<file path="src/rtl/fault_log_regs.svh">
// Offsets, field positions and reset values of the fault summary and history block
`ifndef FAULT_LOG_REGS_SVH
`define FAULT_LOG_REGS_SVH

// Object indices
`define FAULT_SUMMARY_INDEX 16'h1001
`define FAULT_HISTORY_INDEX 16'h1003
// Subindex of the count inside the history object
`define FAULT_COUNT_SUBINDEX 8'h00
// Highest history slot subindex
`define FAULT_LAST_SUBINDEX 8'h08
// Summary bit positions
`define GENERAL_FAULT_BIT 0
`define CURRENT_FAULT_BIT 1
`define VOLTAGE_FAULT_BIT 2
`define TEMPERATURE_FAULT_BIT 3
`define COMMUNICATION_FAULT_BIT 4
`define PROFILE_FAULT_BIT 5
`define RESERVED_ZERO_BIT 6
`define VENDOR_FAULT_BIT 7
// Record field positions
`define RECORD_NUMBER_LSB 24
`define RECORD_CLASS_LSB 16
`define RECORD_CODE_LSB 0
// History depth and reset values
`define FAULT_HISTORY_DEPTH 8
`define FAULT_COUNT_RESET 8'h00
`define FAULT_SUMMARY_RESET 8'h00
`define FAULT_RECORD_RESET 32'h00000000
// Abort code for a slot read while the history is empty
`define ABORT_NO_RECORD 32'h08000024
// Abort code for any other refused access
`define ABORT_NO_OBJECT 32'h06020000

`endif
</file>
<file path="src/rtl/fault_log_pkg.sv">
// Types shared by the fault summary and history block
package fault_log_pkg;

    typedef logic [7:0] fault_summary_t;
    typedef logic [31:0] fault_record_t;
    typedef logic [3:0] fault_count_t;

endpackage : fault_log_pkg

</file>
<file path="src/rtl/error_register_and_history_stack.sv">
// Fault summary register and eight-deep fault history stack
`include "fault_log_regs.svh"

////////////////////////////////////////////////////////////////////////////////
// What this block does
// RQ1: A summary bit is high for as long as its matching fault input is present.
// RQ2: A summary bit drops by itself once its fault input goes away, with no write needed.
// RQ3: The summary holds general, current, voltage, temperature, communication, profile, zero, vendor in bits 0 to 7.
// RQ4: The history keeps at most eight records of 32 bits each.
// RQ5: A newly detected fault is written into slot 1.
// RQ6: On insertion slots 1 to 7 move down one place and the oldest record is dropped.
// RQ7: Subindex 0 of the history object reads the number of recorded faults.
// RQ8: Reading slots 1 to 8 while the history is empty aborts with code 08000024.
// RQ9: Writing zero to the count restarts counting from the beginning.
// RQ10: A record holds the error number in bits 31 to 24, class in 23 to 16 and code in 15 to 0.
// RQ11: The class byte of a record equals the summary at the moment of recording.
// RQ12: The count rises by one per fault, stops at eight, and nonzero writes are ignored.
// RQ13: After reset the summary and count read zero, every slot register clears to zero and the history is empty.
module error_register_and_history_stack
    import fault_log_pkg::*;
(
    // Clock and reset
    input wire logic ref_clk_in,
    input wire logic reset_in,
    // Live fault conditions, one per summary category
    input wire logic general_fault_in,
    input wire logic current_fault_in,
    input wire logic voltage_fault_in,
    input wire logic temperature_fault_in,
    input wire logic communication_fault_in,
    input wire logic profile_fault_in,
    input wire logic vendor_fault_in,
    // New fault report, one-cycle strobe with its number and code
    input wire logic fault_push_in,
    input wire logic [7:0] fault_number_in,
    input wire logic [15:0] fault_code_in,
    // Object dictionary access, one-cycle request
    input wire logic od_req_in,
    input wire logic od_write_in,
    input wire logic [15:0] od_index_in,
    input wire logic [7:0] od_subindex_in,
    input wire logic [31:0] od_wdata_in,
    // Object dictionary answer, one cycle after the request
    output logic od_ack_out,
    output logic od_abort_out,
    output logic [31:0] od_rdata_out,
    output logic [31:0] od_abort_code_out,
    // Live summary
    output logic [7:0] fault_summary_out
);

    ////////////////////////////////////////////////////////////////////////////
    // State
    fault_summary_t summary_q;
    fault_summary_t summary_d;
    fault_count_t count_q;
    fault_count_t count_d;
    fault_record_t slot_q [`FAULT_HISTORY_DEPTH];
    fault_record_t slot_d [`FAULT_HISTORY_DEPTH];
    logic ack_q;
    logic ack_d;
    logic abort_q;
    logic abort_d;
    logic [31:0] rdata_q;
    logic [31:0] rdata_d;
    logic [31:0] abort_code_q;
    logic [31:0] abort_code_d;
    fault_summary_t live_summary;
    logic count_clear;

    // Slot subindex in range 1 to 8
    function automatic logic is_slot(input logic [7:0] sub);
        is_slot = (sub != `FAULT_COUNT_SUBINDEX) && (sub <= `FAULT_LAST_SUBINDEX);
    endfunction : is_slot

    ////////////////////////////////////////////////////////////////////////////
    // Summary follows live faults; registered for the output, while the record takes the live value
    always_comb
    begin
        live_summary = `FAULT_SUMMARY_RESET;
        live_summary[`GENERAL_FAULT_BIT] = general_fault_in; // [RQ1] [RQ3]
        live_summary[`CURRENT_FAULT_BIT] = current_fault_in; // [RQ3]
        live_summary[`VOLTAGE_FAULT_BIT] = voltage_fault_in; // [RQ3]
        live_summary[`TEMPERATURE_FAULT_BIT] = temperature_fault_in; // [RQ3]
        live_summary[`COMMUNICATION_FAULT_BIT] = communication_fault_in; // [RQ3]
        live_summary[`PROFILE_FAULT_BIT] = profile_fault_in; // [RQ3]
        live_summary[`RESERVED_ZERO_BIT] = 1'b0; // [RQ3]
        live_summary[`VENDOR_FAULT_BIT] = vendor_fault_in; // [RQ3]
        summary_d = live_summary; // No sticky hold, bits fall with the fault [RQ2]
    end

    ////////////////////////////////////////////////////////////////////////////
    // History stack and count
    always_comb
    begin
        count_clear = od_req_in && od_write_in && (od_index_in == `FAULT_HISTORY_INDEX)
            && (od_subindex_in == `FAULT_COUNT_SUBINDEX) && (od_wdata_in == 32'h00000000);
        count_d = count_q;
        for (int i = 0; i < `FAULT_HISTORY_DEPTH; i++)
        begin
            slot_d[i] = slot_q[i];
        end
        if (count_clear)
        begin
            count_d = 4'(`FAULT_COUNT_RESET); // Restart counting [RQ9]
        end
        // Push after clear so a fault in the same cycle is counted, not lost
        if (fault_push_in)
        begin
            for (int i = `FAULT_HISTORY_DEPTH - 1; i > 0; i--)
            begin
                slot_d[i] = slot_q[i - 1]; // Oldest falls off the end [RQ6] [RQ4]
            end
            slot_d[0] = {fault_number_in, live_summary, fault_code_in}; // [RQ5] [RQ10] [RQ11]
            if (count_d < 4'(`FAULT_HISTORY_DEPTH))
            begin
                count_d = count_d + 4'h1; // Saturates at eight [RQ12]
            end
        end
    end

    ////////////////////////////////////////////////////////////////////////////
    // Access decode; answer lands one cycle after the request
    always_comb
    begin
        ack_d = od_req_in;
        abort_d = 1'b0;
        abort_code_d = 32'h00000000;
        rdata_d = 32'h00000000;
        if (od_req_in)
        begin
            if (od_index_in == `FAULT_SUMMARY_INDEX && od_subindex_in == 8'h00 && !od_write_in)
            begin
                rdata_d = {24'h000000, summary_q};
            end
            else if (od_index_in == `FAULT_HISTORY_INDEX && od_subindex_in == `FAULT_COUNT_SUBINDEX)
            begin
                // Nonzero writes are silently dropped [RQ12]
                rdata_d = od_write_in ? 32'h00000000 : {28'h0000000, count_q}; // [RQ7]
            end
            else if (od_index_in == `FAULT_HISTORY_INDEX && is_slot(od_subindex_in) && !od_write_in)
            begin
                if (count_q == 4'h0)
                begin
                    abort_d = 1'b1; // Empty history refuses slot reads [RQ8]
                    abort_code_d = `ABORT_NO_RECORD;
                end
                else
                begin
                    rdata_d = slot_q[3'(od_subindex_in - 8'h01)];
                end
            end
            else
            begin
                abort_d = 1'b1; // Read-only object written or unknown entry
                abort_code_d = `ABORT_NO_OBJECT;
            end
        end
    end

    ////////////////////////////////////////////////////////////////////////////
    // Summary register; clears to zero even while a fault is still present [RQ13]
    always_ff @(posedge ref_clk_in or posedge reset_in)
    begin
        if (reset_in)
        begin
            summary_q <= `FAULT_SUMMARY_RESET;
        end
        else
        begin
            summary_q <= summary_d;
        end
    end

    ////////////////////////////////////////////////////////////////////////////
    // History registers; reset leaves an empty history of zero slots [RQ13]
    always_ff @(posedge ref_clk_in or posedge reset_in)
    begin
        if (reset_in)
        begin
            count_q <= 4'(`FAULT_COUNT_RESET);
            for (int i = 0; i < `FAULT_HISTORY_DEPTH; i++)
            begin
                slot_q[i] <= `FAULT_RECORD_RESET;
            end
        end
        else
        begin
            count_q <= count_d;
            for (int i = 0; i < `FAULT_HISTORY_DEPTH; i++)
            begin
                slot_q[i] <= slot_d[i];
            end
        end
    end

    ////////////////////////////////////////////////////////////////////////////
    // Answer registers; a reset in mid-access drops the pending answer,
    // so the master has to repeat any request it made during reset
    always_ff @(posedge ref_clk_in or posedge reset_in)
    begin
        if (reset_in)
        begin
            ack_q <= 1'b0;
            abort_q <= 1'b0;
            rdata_q <= 32'h00000000;
            abort_code_q <= 32'h00000000;
        end
        else
        begin
            ack_q <= ack_d;
            abort_q <= abort_d;
            rdata_q <= rdata_d;
            abort_code_q <= abort_code_d;
        end
    end

    // Outputs straight from flip-flops
    assign od_ack_out = ack_q;
    assign od_abort_out = abort_q;
    assign od_rdata_out = rdata_q;
    assign od_abort_code_out = abort_code_q;
    assign fault_summary_out = summary_q;

endmodule : error_register_and_history_stack

</file>
<file path="config.mk">
export PLATFORM = sky130hd
export DESIGN_NAME = error_register_and_history_stack
export DESIGN_NICKNAME = d
export VERILOG_FILES = /design/src/rtl/fault_log_pkg.sv /design/src/rtl/error_register_and_history_stack.sv
export VERILOG_INCLUDE_DIRS = /design/src /design/src/rtl
export SDC_FILE = /design/constraint.sdc
export NUM_CORES = 1
export LEC_CHECK = 0
export ABC_AREA = 0
export BUFFER_PORTS_ARGS = -buffer_cell sky130_fd_sc_hd__buf_2
export CAP_MARGIN = 0
export CORE_ASPECT_RATIO = 1.75
export CORE_MARGIN = 4
export CORE_UTILIZATION = 63
export DETAILED_ROUTE_END_ITERATION = 10
export MAX_ROUTING_LAYER = met4
export PLACE_DENSITY = 0.89
export SKIP_LAST_GASP = 1
export SLEW_MARGIN = 20
export SYNTH_ARGS = -nofsm -noshare
export SYNTH_HDL_FRONTEND = slang
export SYNTH_SLANG_ARGS = --single-unit
</file>
<file path="constraint.sdc">
create_clock -name ref_clk_in -period 21.8 [get_ports ref_clk_in]
set_input_delay 1.09 -clock ref_clk_in [delete_from_list [all_inputs] [get_ports ref_clk_in]]
set_output_delay 1.09 -clock ref_clk_in [all_outputs]
set_load 0.02 [all_outputs]
</file>
==> results.json <==
{
  "reg2reg_depth": 4,
  "cts_tree": "built",
  "yosysWarnings": 0,
  "final.min_clock_period_ns": 2.984,
  "fp.dieH_microns": 198.6,
  "worstHoldEndpoint": "slot_q[8]",
  "crit_path_end_kind": "flip-flop",
  "reg2reg_to": "od_rdata_out[9]",
  "synthTopCellsByArea": "dfrtp_1 (56%), mux2_2 (21%), mux4_2 (11%)",
  "critPathSlowestCell": "ha_4",
  "holdPathStages": 1,
  "drtIter0Drc": 630,
  "antennaDiodeCount": 0,
  "grtUsageTotal_pct": 23.14,
  "core-area_sq_mm": 0.02037,
  "cts_sinks": 294,
  "synthCells": 846,
  "die_area_sq_mm": 0.02323,
  "die_x_microns": 116.9,
  "synth.distinct_cells": 38,
  "hold_start": "slot_q[8]",
  "crit_chain": "buf_4 > inv_1 > ha_4 > mux4_2 > mux2i_1 > nor3_1 > o221a_1",
  "slowest_delay_ns": 0.94,
  "ios": 166,
  "clk_latency_ns": 0.52,
  "post_synth_instance_area_sq_mm": 0.01308,
  "cts_repair_resize_count": 0,
  "rsz0062_at_grt": "false",
  "cts_setup_buffers": 0,
  "drc": 0,
  "detail_route.wirelength_microns": 25160,
  "synth_most_common_cell": "dfrtp_1",
  "fmaxAchievable_ghz": 0.3351,
  "r2r_slack_ns": 20.03,
  "p_total_mw": 1.545,
  "p_leak_nw": 6.506,
  "clockRootBuffer": "clkbuf_16",
  "yosys.area.top_type": "dfrtp_1",
  "synth_top_cell_area_share_pct": 56.24,
  "worst_clock_skew_ns": 0.008969,
  "finalCritPeriodShare_pct": 13.69,
  "startpoint_type": "input port",
  "portBuffers": 137,
  "crit_type": "in2reg",
  "grt_pass1_vias": 7992,
  "layout-drive-gt1-share_pct": 53.97,
  "placedCellCount": 1182,
  "fin_nets": 1057,
  "r2r_start": "count_q[3]",
  "synth_edf_count": 0,
  "arrival_ns": 3.38,
  "worst-path-buf-inv": 2,
  "maxCapViolCount": 0,
  "cts_htree_levels": 1,
  "setup_viol": 0,
  "viasPerCell": 6.000,
  "place_congestion": 0.7278,
  "grt_overflow": 0,
  "row_count": 69,
  "cts_made_buffers": 26,
  "syn_area_per_cell_sq_um": 15.46,
  "finalHoldViolCount": 0,
  "synthFlopType": "dfrtp_1",
  "status": "complete, no violations",
  "detail_route.wl_per_cell_microns": 20.46,
  "async_flop_share_pct": 100.0,
  "final_antenna_net_count": 0,
  "grt_pass1_wl_microns": 40990,
  "antenna_found_initial": 0,
  "cpLargestDelayFamily": "adder cells",
  "vias": 7380,
  "synth_seq_cells": 294,
  "slew_violations": 0,
  "synth_commonest_cells": "dfrtp_1 (294), mux2_2 (248), mux4_2 (62)",
  "areaGrowthSynthToFinish_pct": 12.94,
  "hold_class": "reg2reg",
  "critPathRequiredTime_ns": 22.20,
  "seq_area_frac_synth_pct": 56.24,
  "clkSlewWorstSetupHoldPaths_ns": 0.07,
  "critPathMaxFanout": 62,
  "initial_core_util_pct": 64.21,
  "grt_max_degree": 161,
  "cts_hold_buf": 0,
  "irDropWorstVdd_mv": 0.1021,
  "drtPass1Iterations": 4,
  "worst_pin_slew_ns": 1.046,
  "slew_headroom_pct": 30.24,
  "clk_path_buf_depth": 3,
  "dp_hpwl_microns": 15420,
  "powerDensity_mw_per_mm2": 104.5,
  "finalNonFillerCells": 1230,
  "tns_ns": 0
}
==> cells in the final DEF, fill, tap and decap left out, types with 2 or more instances in the layout <==
cell type	instances
nor4b_2	2
dfrtp_1	294
nand2b_1	2
a21oi_2	20
nor3_1	6
nor2b_1	2
buf_4	4
buf_6	3
nor2_1	6
clkinv_4	2
clkbuf_1	2
clkbuf_8	6
bufinv_16	6
nor4_1	10
buf_2	135
o21a_1	2
nand4_1	5
o2bb2ai_1	4
inv_1	6
and3_1	2
clkbuf_16	27
conb_1	28
clkinv_2	4
o221a_1	4
mux2_2	248
mux2i_1	8
nand2_1	52
mux4_2	62
a21oi_1	11
and4_1	2
==> registers in the layout, indices dropped and copies added (netlist names) <==
name / flops
slot_q: 248
od_rdata_out: 31
fault_summary_out: 7
count_q: 4
od_abort_code_out: 2
od_abort_out: 1
od_ack_out: 1
==> final cells by class <==
type,instances,area [sq um]
Sequential cell,294,7357
Clock buffer,35,765.7
Clock inverter,12,217.7
Inverter,7,33.78
Fill cell,1252,5599
Timing Repair Buffer,144,782.0
Tap cell,248,310.3
Multi-Input combinational cell,490,5309
==> cell families after synthesis <==
family	Yosys count	synth area share, %
AOI/OAI and AO/OA	43	2.601
buffers and inverters	89	4.256
DFF	294	56.24
and+or+nand+nor	96	3.854
xor gates and xnor gates	3	0.2009
muxes	318	32.63
other	1	0.02866
adders and majority gates	2	0.1912
==> through the flow <==
stage	hold WS, ns	util (%)	instance area (sq um)	setup slack, ns
finish	0.5040	72.52	14780	18.82
global route	0.5285	72.52	14780	18.67
CTS	0.5102	72.33	14740	18.78
detailed placement	0.4896	67.50	13750	18.24
global placement	0.4848	67.50	13750	18.27
floorplan	0.4760	-	13180	12.59
==> how the worst max path moves through the flow <==
stage | from | to | cells after the start | slack, ns
floorplan | reset_in | count_q[0] | 1 | 12.59
global placement | od_subindex_in[0] | od_rdata_out[3] | 7 | 18.27
detailed placement | od_subindex_in[0] | od_rdata_out[3] | 7 | 18.24
CTS | od_subindex_in[0] | od_rdata_out[0] | 7 | 18.78
global route | od_subindex_in[0] | od_rdata_out[0] | 7 | 18.67
finish | od_subindex_in[0] | od_rdata_out[0] | 7 | 18.82
==> report_power, final <==
| part | internal (mW) | leakage (nW) | switching (mW) |
|---|---|---|---|
| Sequential | 0.670 | 3.54 | 0.0883 |
| Combinational | 0.171 | 2.48 | 0.0988 |
| Clock | 0.317 | 0.487 | 0.198 |
==> metal layers <==
metal  global-route usage (%)  vias to the layer above  part of all wire [%]
met1                    29.78                     3874                    39
met5                        -                        -                     0
met3                    3.044                       45                   4.1
met2                    38.63                      185                    54
met4                    6.973                        0                   2.6
li1                         -                     3276                     -
Note: power is estimated with default switching activity, not from simulation.
